[config.mk]
export PLATFORM = sky130hd
export DESIGN_NAME = pwmfim_top
export DESIGN_NICKNAME = d
export VERILOG_FILES = /design/src/logic/pwmfim_pkg.sv /design/src/logic/pwmfim_top.sv
export VERILOG_INCLUDE_DIRS = /design/src /design/src/logic
export SDC_FILE = /design/constraint.sdc
export NUM_CORES = 1
export LEC_CHECK = 0
export BUFFER_PORTS_ARGS = -buffer_cell sky130_fd_sc_hd__buf_2
export CORE_MARGIN = 3
export CORE_UTILIZATION = 37
export CTS_BUF_LIST = sky130_fd_sc_hd__clkbuf_4
export DETAILED_ROUTE_END_ITERATION = 6
export HOLD_SLACK_MARGIN = 0.06
export PLACE_DENSITY = 0.56
export SYNTH_ARGS = -nofsm -noshare
export SYNTH_HDL_FRONTEND = slang
export SYNTH_SLANG_ARGS = --single-unit
export TNS_END_PERCENT = 1
[constraint.sdc]
create_clock -name i_clk -period 2.9 [get_ports i_clk]
set_input_delay 0.29 -clock i_clk [delete_from_list [all_inputs] [get_ports i_clk]]
set_output_delay 0.29 -clock i_clk [all_outputs]
set_load 0.1 [all_outputs]
[src/logic/pwmfim_cfg.svh]
`ifndef PWMFIM_CFG_SVH
`define PWMFIM_CFG_SVH
// Function
// - ten mode codes, zero idle, others reserved
// - mode 1 jumps opposite dead-time, holds
// - mode 1 own phases only, own output
// - mode 2 runs opposite cycle, then waits
// - mode 3 repeats opposite cycle while active
// - modes 2/3 act in own phases only
// - mode 4 blanks both, counter untouched
// - mode 5 alternates dead-times while active
// - mode 6 jumps to dead-time, then holds
// - mode 7 stops until software restart
// - mode 8 edge in on-time jumps opposite
// - mode 9 edge blanks rest of on-time
// - mode 10 blanks while active, to on-end
// - mode 2 resumes at own dead-time
// - event acts two to three cycles later

// ****************************************
// fault response mode codes
// ****************************************
`define PWMFIM_MODE_NONE       4'h0
`define PWMFIM_MODE_JUMP_WAIT  4'h1
`define PWMFIM_MODE_EXEC_WAIT  4'h2
`define PWMFIM_MODE_EXEC_LOOP  4'h3
`define PWMFIM_MODE_OFF_ALL    4'h4
`define PWMFIM_MODE_DEAD_LOOP  4'h5
`define PWMFIM_MODE_JUMP_HOLD  4'h6
`define PWMFIM_MODE_SW_WAIT    4'h7
`define PWMFIM_MODE_EDGE_JUMP  4'h8
`define PWMFIM_MODE_EDGE_BLANK 4'h9
`define PWMFIM_MODE_LVL_BLANK  4'hA

// ****************************************
// hold masks, one bit per input
// ****************************************
`define PWMFIM_MASK_NONE 2'h0
`define PWMFIM_MASK_A    2'h1
`define PWMFIM_MASK_B    2'h2
`define PWMFIM_MASK_BOTH 2'h3
`endif

[src/logic/pwmfim_pkg.sv]
package pwmfim_pkg;
	// ****************************************
	// counter sequence phases
	// ****************************************
	typedef enum logic [1:0] {
		PH_DTA,
		PH_OTA,
		PH_DTB,
		PH_OTB
	} pwmfim_phase_type;
endpackage

[src/logic/pwmfim_top.sv]
`timescale 1ns/1ps
`default_nettype none
`include "pwmfim_cfg.svh"

module pwmfim_top
	import pwmfim_pkg::*;
(
	// clock and reset
	input  wire logic       i_clk,
	input  wire logic       i_reset_n,
	// event inputs from routing network
	input  wire logic       i_fault_a,
	input  wire logic       i_fault_b,
	// fault_response_select per input
	input  wire logic [3:0] i_fault_response_select_a,
	input  wire logic [3:0] i_fault_response_select_b,
	// timer sequencing
	input  wire logic       i_phase_end,
	input  wire logic       i_restart,
	// outputs
	output logic            o_pwm_out_a,
	output logic            o_pwm_out_b,
	output logic [1:0]      o_phase,
	output logic            o_cnt_run,
	output logic            o_cnt_clear
);

	// ****************************************
	// helpers
	// ****************************************
	function automatic pwmfim_phase_type next_ph(input pwmfim_phase_type p);
		unique case (p)
			PH_DTA: next_ph = PH_OTA;
			PH_OTA: next_ph = PH_DTB;
			PH_DTB: next_ph = PH_OTB;
			PH_OTB: next_ph = PH_DTA;
		endcase
	endfunction

	function automatic pwmfim_phase_type own_dt(input logic x);
		own_dt = x ? PH_DTB : PH_DTA;
	endfunction

	function automatic pwmfim_phase_type own_ot(input logic x);
		own_ot = x ? PH_OTB : PH_OTA;
	endfunction

	function automatic pwmfim_phase_type opp_dt(input logic x);
		opp_dt = x ? PH_DTA : PH_DTB;
	endfunction

	// dead-time of the half opposite to phase p
	function automatic pwmfim_phase_type opp_of(input pwmfim_phase_type p);
		opp_of = (p == PH_DTA || p == PH_OTA) ? PH_DTB : PH_DTA;
	endfunction

	// ****************************************
	// input synchronisers
	// ****************************************
	logic [1:0]       sync1_q;
	logic [1:0]       sync2_q;
	logic [1:0]       flt_prev_q;
	logic [1:0]       flt;
	logic [1:0]       rise;
	logic [3:0]       mode [2];

	// two stages plus the output flop give the 2-3 cycle latency
	always_ff @(posedge i_clk or negedge i_reset_n) begin
		if (!i_reset_n) begin
			sync1_q <= 2'h0;
			sync2_q <= 2'h0;
			flt_prev_q <= 2'h0;
		end else begin
			sync1_q <= {i_fault_b, i_fault_a};
			sync2_q <= sync1_q;
			flt_prev_q <= sync2_q;
		end
	end

	// edge detect on the settled stage only
	assign flt = sync2_q;
	assign rise = sync2_q & ~flt_prev_q;
	assign mode[0] = i_fault_response_select_a;
	assign mode[1] = i_fault_response_select_b;

	// ****************************************
	// response state
	// ****************************************
	pwmfim_phase_type phase_q, ph_d;
	logic             hold_q, hold_d;
	logic [1:0]       hmask_q, hmask_d;
	logic [1:0]       pend_q, pend_d;
	logic [1:0]       rep_q, rep_d;
	logic [1:0]       blk_q, blk_d;
	logic             stop_q, stop_d;
	logic             clr_d;
	logic [1:0]       kill_d;
	logic             m7_flt;
	logic             in_own;

	// one pass per input; input b wins a conflicting jump
	always_comb begin
		ph_d = phase_q;
		hold_d = hold_q;
		hmask_d = hmask_q;
		pend_d = pend_q;
		rep_d = rep_q;
		blk_d = blk_q;
		stop_d = stop_q;
		clr_d = 1'b0;
		kill_d = 2'h0;
		m7_flt = 1'b0;
		in_own = 1'b0;
		// counter sequence runs only when not held or stopped
		if (!hold_q && !stop_q && i_phase_end) begin
			ph_d = next_ph(phase_q);
		end
		// release a hold once the watched inputs are low
		if (hold_q && (flt & hmask_q) == `PWMFIM_MASK_NONE) begin
			hold_d = 1'b0;
			hmask_d = `PWMFIM_MASK_NONE;
			clr_d = 1'b1;
		end
		for (int x = 0; x < 2; x++) begin
			in_own = (phase_q == own_dt(x[0])) || (phase_q == own_ot(x[0]));
			// blank lasts to the end of the own on-time
			blk_d[x] = blk_q[x] && (phase_q == own_ot(x[0]));
			unique case (mode[x])
				`PWMFIM_MODE_JUMP_WAIT: begin
					// own phases only, own output only
					if (flt[x] && in_own && !hold_q) begin
						ph_d = opp_dt(x[0]);
						hold_d = 1'b1;
						hmask_d = x[0] ? `PWMFIM_MASK_B : `PWMFIM_MASK_A;
						clr_d = 1'b1;
					end
					if (flt[x] && in_own) begin
						kill_d[x] = 1'b1;
					end
				end
				`PWMFIM_MODE_EXEC_WAIT: begin
					// no new jump while parked in own dead-time after the return
					if (flt[x] && in_own && !pend_q[x] && !hold_q) begin
						ph_d = opp_dt(x[0]);
						pend_d[x] = 1'b1;
						kill_d[x] = 1'b1;
						clr_d = 1'b1;
					end
					// opposite cycle done: back to own dead-time
					if (pend_q[x] && phase_q == own_ot(!x[0]) && i_phase_end) begin
						ph_d = own_dt(x[0]);
						pend_d[x] = 1'b0;
						if (flt[x]) begin
							hold_d = 1'b1;
							hmask_d = x[0] ? `PWMFIM_MASK_B : `PWMFIM_MASK_A;
						end
					end
				end
				`PWMFIM_MODE_EXEC_LOOP: begin
					if (flt[x] && in_own) begin
						ph_d = opp_dt(x[0]);
						rep_d[x] = 1'b1;
						kill_d[x] = 1'b1;
						clr_d = 1'b1;
					end
					// at end of opposite on-time repeat or fall back to normal
					if (rep_q[x] && phase_q == own_ot(!x[0]) && i_phase_end) begin
						if (flt[x]) begin
							ph_d = opp_dt(x[0]);
						end else begin
							rep_d[x] = 1'b0;
						end
					end
				end
				`PWMFIM_MODE_OFF_ALL: begin
					if (flt[x]) begin
						kill_d = `PWMFIM_MASK_BOTH;
					end
				end
				`PWMFIM_MODE_DEAD_LOOP: begin
					if (flt[x]) begin
						kill_d = `PWMFIM_MASK_BOTH;
						if (phase_q == PH_OTA || phase_q == PH_OTB) begin
							ph_d = opp_of(phase_q);
							clr_d = 1'b1;
						end else if (i_phase_end && !hold_q && !stop_q) begin
							ph_d = opp_of(phase_q);
						end
					end
				end
				`PWMFIM_MODE_JUMP_HOLD: begin
					if (flt[x]) begin
						kill_d = `PWMFIM_MASK_BOTH;
					end
					// park in the next dead-time until every input is low
					if (flt[x] && !hold_q && !stop_q &&
						(phase_q == PH_OTA || phase_q == PH_OTB || i_phase_end)) begin
						ph_d = opp_of(phase_q);
						hold_d = 1'b1;
						hmask_d = `PWMFIM_MASK_BOTH;
						clr_d = 1'b1;
					end
				end
				`PWMFIM_MODE_SW_WAIT: begin
					if (flt[x]) begin
						stop_d = 1'b1;
						kill_d = `PWMFIM_MASK_BOTH;
						m7_flt = 1'b1;
					end
				end
				`PWMFIM_MODE_EDGE_JUMP: begin
					if (rise[x] && phase_q == own_ot(x[0])) begin
						ph_d = opp_dt(x[0]);
						clr_d = 1'b1;
					end
				end
				`PWMFIM_MODE_EDGE_BLANK: begin
					if (rise[x] && phase_q == own_ot(x[0])) begin
						blk_d[x] = 1'b1;
					end
				end
				`PWMFIM_MODE_LVL_BLANK: begin
					if (flt[x]) begin
						blk_d[x] = 1'b1;
					end
				end
				// no action, and reserved codes likewise
				default: begin
				end
			endcase
		end
		// restart command: stays stopped if a mode 7 fault is still high
		if (stop_q && i_restart && !m7_flt) begin
			stop_d = 1'b0;
			ph_d = PH_DTA;
			clr_d = 1'b1;
		end
	end

	// phase and wait state
	always_ff @(posedge i_clk or negedge i_reset_n) begin
		if (!i_reset_n) begin
			phase_q <= PH_DTA;
			hold_q <= 1'b0;
			hmask_q <= `PWMFIM_MASK_NONE;
			stop_q <= 1'b0;
		end else begin
			phase_q <= ph_d;
			hold_q <= hold_d;
			hmask_q <= hmask_d;
			stop_q <= stop_d;
		end
	end

	// per-input sequencing flags
	always_ff @(posedge i_clk or negedge i_reset_n) begin
		if (!i_reset_n) begin
			pend_q <= 2'h0;
			rep_q <= 2'h0;
			blk_q <= 2'h0;
		end else begin
			pend_q <= pend_d;
			rep_q <= rep_d;
			blk_q <= blk_d;
		end
	end

	// ****************************************
	// registered outputs
	// ****************************************
	// built from next state so the outputs track the phase they show
	always_ff @(posedge i_clk or negedge i_reset_n) begin
		if (!i_reset_n) begin
			o_pwm_out_a <= 1'b0;
			o_pwm_out_b <= 1'b0;
			o_phase <= 2'h0;
			o_cnt_run <= 1'b0;
			o_cnt_clear <= 1'b0;
		end else begin
			o_pwm_out_a <= ph_d == PH_OTA && !kill_d[0] && !blk_d[0] && !stop_d;
			o_pwm_out_b <= ph_d == PH_OTB && !kill_d[1] && !blk_d[1] && !stop_d;
			o_phase <= ph_d;
			o_cnt_run <= !hold_d && !stop_d;
			o_cnt_clear <= clr_d;
		end
	end
endmodule
`default_nettype wire

==> summary.txt, run 1 <==
Layout
  • Fin util: 0.436
  • Non-filler instance count after layout: 272
  • Share of cells above drive strength 1: 0.168
  • Multi-input logic area: 1100 sq um
  • Register area: 552 sq um
  • Layout Nets: 239
  • Filler Cell Count: 455
  • Area growth syn-to-layout: 10.0%
  • Antenna cells: 0

Routing
  • DRC: 0
  • Routed len/inst: 18.2 microns
  • DR vias/cell: 6.28
  • Routed Antenna Nets: 0
  • DR iter-0 viols: 155
  • Detailed-router iteration count before antenna repair: 5
  • Routed vias: around 1700
  • Total wire length: 4.95 mm

Placement
  • RePlAce Congestion: 0.900
  • PortBufs: 19
  • HPWL Detailed: 3.63 mm
  • Placed Cells incl. Taps: 265

Yosys
  • Number of enable flip-flop cells after synthesis: 0
  • Top-count cell post-synth: dfrtp_1
  • Post-synthesis instance total: 206
  • Cell area after synthesis: 1770 sq um
  • FF+latch count, synth: 22
  • Sequential element share of the synthesized area: 0.311
  • Warnings, synthesis: 0
  • Cell taking the most area after synthesis: dfrtp_1
  • Post-synth top cells: 22 x dfrtp_1, 15 x nor2_1, 12 x nand2_1
  • Area share of the leading cell type in the synthesized netlist: 0.311
  • Average size of a mapped cell: 8.60 sq um
  • Async SR Flop Fraction: 1.00
  • Syn Nets: roughly 220
  • Top FF cell, synth: dfrtp_1
  • Ranking of synthesized cells by area: dfrtp_1 31%, nand2b_1 3.9%, nor2_1 3.2%, ha_1 2.8%, o21ai_0 2.8%
  • Post-synth cell types: 62

CTS
  • Clock Sinks: 22
  • Setup Buffers After CTS: 0
  • Max Root-Sink Buffers: 2
  • CTS H-Tree Depth: 1
  • CTS root buf: clkbuf_4
  • CTS tree: built
  • TritonCTS Buffers: 3
  • Worst-skew pair later-pin latency: ~0.33 ns
  • Clock transition at the registers of the reported paths: ~0.15 ns

Timing
  • Setup violators final: 0
  • Final Max Tran Viols: 0
  • Clock period minus worst slack: 2.57 ns
  • Tcrit/Tclk final: 0.887
  • F_max: 0.389 GHz
  • TNS Setup: 0 ns
  • Clock skew: 0.0225 ns
  • Hold Vio Cnt, Final: 0
  • RSZ-0062 raised after global routing: no
  • Relative slew margins: 0.553
  • Worst-Margin Slew: 0.666 ns

Floorplan
  • Die Ht: 75.2 microns
  • Die span in x: around 75 microns
  • DIE AREA: ~5700 sq um
  • Row cnt: 24
  • Core ar.: 4470 sq um
  • Io pins: 20
  • Starting Density: 0.396

Global routing
  • Aggregate global routing overflow: 0
  • Gr usage total: 0.181
  • Largest net degree at the start of global routing: 23
  • Number of global-route vias before repair: 1613
  • Initial antenna violation count: 0
  • First-pass GRT wire length: 7.91 mm

Job
  • Reported max-cap violation count: 0

Worst setup path
  • Critical Path RT: roughly 3.2 ns
  • Kind of critical path: flop to flop
  • CP max-delay cell: dfrtp_2
  • Worst setup SP type: flop
  • WP data arrival: approximately 2.8 ns
  • CP Max Fanout: 18
  • CP peak stage delay: 0.59 ns
  • CP cell instances: inv_1, ha_1, nor3_4, nor2_1, o221ai_1, a221oi_1, nor4_1, nor4b_2
  • Crit path capture type: flop

Pwr
  • Leakage: 0.808 nW
  • Pwr/cell area: 687 nW/um^2
  • Maximum vdd drop: 0.261 mV

Outcome
  • Status: finished, final reports clean

Worst hold path
  • Hold/Removal Path Class: input pin to flop
per-layer routing:
| metal | vias to the layer above | global-route usage | wire length [microns] |
|---|---|---|---|
| met2 | 60 | 0.293 | 2260 |
| met1 | 816 | 0.256 | 2420 |
| met5 | - | 0 | 0 |
| met3 | 4 | 0.0280 | 240 |
| met4 | 0 | 0.0408 | 37 |
| li1 | 828 | - | - |
final timing paths:
kind / from / to / slack (ns) / cells after the start
setup / recovery: o_phase[1] / o_pwm_out_b / 0.33 / 8
hold / removal: i_fault_response_select_b[3] / blk_q[1] / 0.34 / 3
setup reg to reg: o_phase[1] / o_pwm_out_b / 0.33 / 8
hold reg to reg: sync1_q[1] / flt[1] / 0.36 / 0
max in group asynchronous: i_reset_n / flt_prev_q[0] / 2.11 / 2
min in group asynchronous: i_reset_n / o_phase[1] / 0.43 / 2
timing repair:
action | in CTS | in global routing
endpoints found under the setup margin | 0 | 1
endpoints found under the hold margin | 22 | 2
resized for setup | 0 | 1
hold buffers | 1 | 2
critical path, delay by kind of cell (launching register included):
family | cells | cell delay (ns)
AO/OA/AOI/OAI | 2 | 0.37
adder cells (fa/ha/maj) | 1 | 0.39
buffers and inverters | 1 | 0.13
flip-flops | 1 | 0.59
AND/OR/NAND/NOR | 4 | 1.00
state kept, by name, indices dropped and copies added, names as in the netlist:
register     cells
pend_q           2
stop_q           1
blk_q            2
o_cnt_clear      1
hold_q           1
flt              2
hmask_q          2
o_cnt_run        1
o_pwm_out_a      1
flt_prev_q       2
rep_q            2
o_pwm_out_b      1
sync1_q          2
o_phase          2
per-stage QoR:
stage | power, mW | hold slack (ns) | area, sq um | setup slack (ns)
final | 1.34 | 0.338 | 1950 | 0.327
after global routing | 1.42 | 0.341 | 1950 | 0.0530
after CTS | 1.33 | 0.0604 | 1920 | 0.274
after detailed placement | 1.08 | 0.297 | 1860 | 0.316
after global placement | 1.09 | 0.277 | 1860 | 0.344
after floorplan | 0.955 | -0.00559 | 1770 | 0.194
power by group:
part / leakage [nW] / internal (mW) / total [mW] / switching, mW
Clock: 0.0279 / 0.140 / 0.246 / 0.106
Sequential: 0.273 / 0.373 / 0.459 / 0.0861
Combinational: 0.506 / 0.200 / 0.635 / 0.435
Total: 0.808 / 0.712 / 1.34 / 0.627
cell families after synthesis:
group | Yosys count | synth area share
simple gates | 97 | 0.342
compound gates | 57 | 0.234
buf+inv | 24 | 0.0706
flops | 22 | 0.311
fa+ha+maj | 4 | 0.0282
mux | 2 | 0.0141
layout make-up:
type,instances,area share
multi-input cells,160,0.565
flip-flops and latches,22,0.283
repair buffers,24,0.0719
well taps,52,0.0334
inverters,10,0.0193
clock inverters,1,0.0154
clock buffers,3,0.0116
layout by cell type (no fill, tap or decap), drive strengths merged, types with 4 or more instances in the layout:
| master | instances |
|---|---|
| nand4 | 5 |
| or3b | 4 |
| o31ai | 4 |
| o21ai | 10 |
| inv | 10 |
| nor4 | 8 |
| nor4bb | 4 |
| a21oi | 5 |
| ha | 4 |
| a31oi | 4 |
| nor2 | 15 |
| nand2b | 11 |
| o22ai | 5 |
| nor2b | 5 |
| nand3 | 6 |
| buf | 21 |
| nor3 | 5 |
| dfrtp | 22 |
| nand2 | 12 |
Power figures use the tool's default switching activity.
==> inputs of run 2 (changes only) <==
ABC_AREA = 1   (was default)
==> run 2 against run 1 <==
Area after synthesis down 4.7%; setup slack better by 0.47 ns; sequential share of layout area rose by 1.2 points; critical endpoint unchanged; first-iteration DRC count rose by 39%; fmax rose by 23%; non-clock buffer count shrank 4.
==> summary.txt, run 2 <==
Outcome
  • Status: finished, final reports clean

Yosys
  • Area share of the leading cell type in the synthesized netlist: 0.326 (+0.0152)
  • Average size of a mapped cell: 6.21 sq um (-28%)
  • Warnings, synthesis: 0 (unchanged)
  • Top FF cell, synth: dfrtp_1
  • Sequential element share of the synthesized area: 0.326 (+0.0152)
  • Number of enable flip-flop cells after synthesis: 0 (unchanged)
  • Syn Nets: 290 (+29%)
  • Post-synth cell types: 27 (-56%)
  • Ranking of synthesized cells by area: dfrtp_1 33%, nand2_1 17%, nor2_1 12%, inv_1 8.4%, nand3_1 5.9%
  • Cell taking the most area after synthesis: dfrtp_1
  • Post-synthesis instance total: 272 (+32%)
  • Top-count cell post-synth: nand2_1
  • FF+latch count, synth: 22 (unchanged)
  • Post-synth top cells: 76 x nand2_1, 54 x nor2_1, 38 x inv_1
  • Async SR Flop Fraction: 1.00 (unchanged)
  • Cell area after synthesis: 1690 sq um (-4.7%)

Timing
  • RSZ-0062 raised after global routing: no
  • Clock skew: 0.00594 ns (-0.0166 ns)
  • Hold Vio Cnt, Final: 0 (unchanged)
  • Tcrit/Tclk final: 0.724 (-0.164)
  • Hold slack: 0.0804 ns (-0.257 ns)
  • TNS Setup: 0 ns (unchanged)
  • Worst-Margin Slew: 0.485 ns (-0.181 ns)
  • Relative slew margins: 0.676 (+0.123)
  • Final Max Tran Viols: 0 (unchanged)
  • F_max: 0.476 GHz (+23%)
  • Setup violators final: 0 (unchanged)
  • Clock period minus worst slack: 2.10 ns (-0.475 ns)
  • Fin worst setup slack: 0.801 ns (+0.475 ns)

Worst setup path
  • CP top delay family: simple AND/OR/NAND/NOR gates
  • Kind of critical path: flop to flop
  • CP most frequent cell: nand2_1
  • CP max-delay cell: dfrtp_1
  • Worst setup SP type: flop
  • CP peak stage delay: 0.47 ns (-0.12 ns)
  • CP bufs+invs: 1 (unchanged)
  • WP data arrival: 2.34 ns (-0.49 ns)
  • CP Max Fanout: 7 (-11)
  • CP cell instances: inv_1, ha_1, nor2_1, nand2_1, nand3_1, nand2_1, nand3_1, nor2_1, nor2_1, nand2_1, nand2_1, nand2_1, nor2_1
  • Crit path capture type: flop
  • Critical Path RT: 3.14 ns (about the same)

Global routing
  • Number of global-route vias before repair: 1651 (+2.4%)
  • Aggregate global routing overflow: 0 (unchanged)
  • First-pass GRT wire length: 7.49 mm (-5.3%)
  • Largest net degree at the start of global routing: 23 (unchanged)
  • Initial antenna violation count: 0 (unchanged)
  • Gr usage total: 0.177 (-0.00479)

CTS
  • CTS root buf: clkbuf_4
  • Max Root-Sink Buffers: 2 (unchanged)
  • # hold bufs at CTS: 1 (unchanged)
  • CTS H-Tree Depth: 1 (unchanged)
  • Clock transition at the registers of the reported paths: 0.12 ns (-0.03 ns)
  • Setup Buffers After CTS: 0 (unchanged)
  • CTS tree: built
  • Post-CTS Resized: 0 (unchanged)
  • Clock Sinks: 22 (unchanged)
  • Worst-skew pair later-pin latency: 0.30 ns (-0.03 ns)
  • TritonCTS Buffers: 3 (unchanged)

Routing
  • DR vias/cell: 5.35 (-15%)
  • Detailed-router iteration count before antenna repair: 5 (unchanged)
  • Routed len/inst: 13.4 microns (-26%)
  • Routed vias: 1836 (+7.5%)
  • Total wire length: 4.60 mm (-7.1%)
  • DR iter-0 viols: 215 (+39%)
  • Routed Antenna Nets: 0 (unchanged)
  • DRC: 0 (unchanged)

Pwr
  • Switching power of the nets: 0.509 mW (-19%)
  • Clk network pwr share: 0.129 (-0.055)
  • Overall power: 1.05 mW (-22%)
  • Switching share of power: 0.484 (+0.0161)
  • Maximum vdd drop: 0.339 mV (+30%)
  • Int Power: 0.542 mW (-24%)
  • Leakage: 1.05 nW (+30%)
  • Comb pwr share: 0.479 (+0.005)
  • Register share of total power: 0.392 (+0.049)
  • Pwr/cell area: 563 nW/um^2 (-18%)

Floorplan
  • Starting Density: 0.402 (+0.00605)
  • Row cnt: 23 (-4.2%)
  • Io pins: 20 (unchanged)
  • Die Ht: 73.6 microns (-2.2%)
  • Core ar.: 4200 sq um (-6.1%)
  • Die span in x: 73.6 microns (-2.2%)
  • DIE AREA: 5410 sq um (-4.3%)

Layout
  • Filler Cell Count: 459 (+0.88%)
  • Share of cells above drive strength 1: 0.123 (-0.0453)
  • Register area: 551 sq um (-0.23%)
  • Commonest non-fill, non-tap cells in the layout: 76 x nand2_1, 54 x nor2_1, 38 x inv_1
  • Antenna cells: 0 (unchanged)
  • Most common cell after layout, fill and taps aside: nand2_1
  • Multi-input logic area: 966 sq um (-12%)
  • Layout Nets: 313 (+31%)
  • Non-filler instance count after layout: 343 (+26%)
  • Final Instance Area: 1860 sq um (-4.4%)
  • Area growth syn-to-layout: 10.4%
  • Fin util: 0.444 (+0.00803)

Placement
  • RePlAce Congestion: 0.939 (+4.4%)
  • Worst slack at placement: 0.873 ns (+0.557 ns)
  • HPWL Detailed: 3.74 mm (+3.1%)
  • PortBufs: 19 (unchanged)
  • Dpl cell area: 1830 sq um (-1.5%)
  • Placed Cells incl. Taps: 339 (+28%)

Worst hold path
  • Hold/Removal Path Class: input pin to flop

Job
  • Reported max-cap violation count: 0 (unchanged)
[run 2: changes by cell type in the layout (fill, tap and decap cells not counted), sizes merged, moves of 4 or more]
| cell | before | now |
|---|---|---|
| nand3 | 6 | 20 |
| nand2b | 11 | 0 |
| nor2b | 5 | 0 |
| nor4 | 8 | 0 |
| or3b | 4 | 0 |
| a31oi | 4 | 0 |
| nor2 | 15 | 61 |
| nor4bb | 4 | 0 |
| o22ai | 5 | 0 |
| o31ai | 4 | 0 |
| inv | 10 | 42 |
| a21oi | 5 | 9 |
| nand2 | 12 | 78 |
[run 2: final timing paths]
kind                       startpoint           to  cells after the start  slack, ns
hold reg to reg            sync1_q[0]       flt[0]                      0       0.36
setup reg to reg           o_phase[1]  o_pwm_out_b                     13       0.80
min in group asynchronous   i_reset_n       flt[1]                      2       0.45
hold / removal              i_fault_b   sync1_q[1]                      1       0.08
setup / recovery           o_phase[1]  o_pwm_out_b                     13       0.80
max in group asynchronous   i_reset_n  o_pwm_out_a                      2       2.11
[run 2: per-layer routing]
metal	track usage	wire [microns]
met3	0.00821	286
met2	0.248	1920
met1	0.284	2320
met5	0	0
met4	0.0584	76
[run 2: power by group through the flow]
stage	sequential, mW	combinational, mW	clock, mW
floorplan	0.540	0.253	0
CTS	0.412	0.500	0.140
global placement	0.419	0.504	0
global route	0.420	0.554	0.147
finish	0.412	0.503	0.136
detailed placement	0.418	0.497	0
[run 2: worst register-to-register path, stage by stage, from the launching register on]
cell and delay, ns:
dfrtp_1 0.47, inv_1 0.13, ha_1 0.30, nor2_1 0.23, nand2_1 0.15, nand3_1 0.13
nand2_1 0.08, nand3_1 0.10, nor2_1 0.05, nor2_1 0.07, nand2_1 0.05, nand2_1 0.08
nand2_1 0.08, nor2_1 0.11
[run 2: cell type report]
type | count | area share
clock buffer | 3 | 0.0121
inverter | 42 | 0.0846
multi-input combinational | 206 | 0.518
timing repair buffer | 20 | 0.0564
sequential | 22 | 0.295
tap | 50 | 0.0336
[run 2: logic make-up after synthesis]
kind of cell / count (synthesis) / synth area share
AND/OR/NAND/NOR: 174 / 0.437
buffers and inverters: 44 / 0.102
AO/OA/AOI/OAI: 28 / 0.105
flip-flops: 22 / 0.326
adder cells (fa/ha/maj): 4 / 0.0296
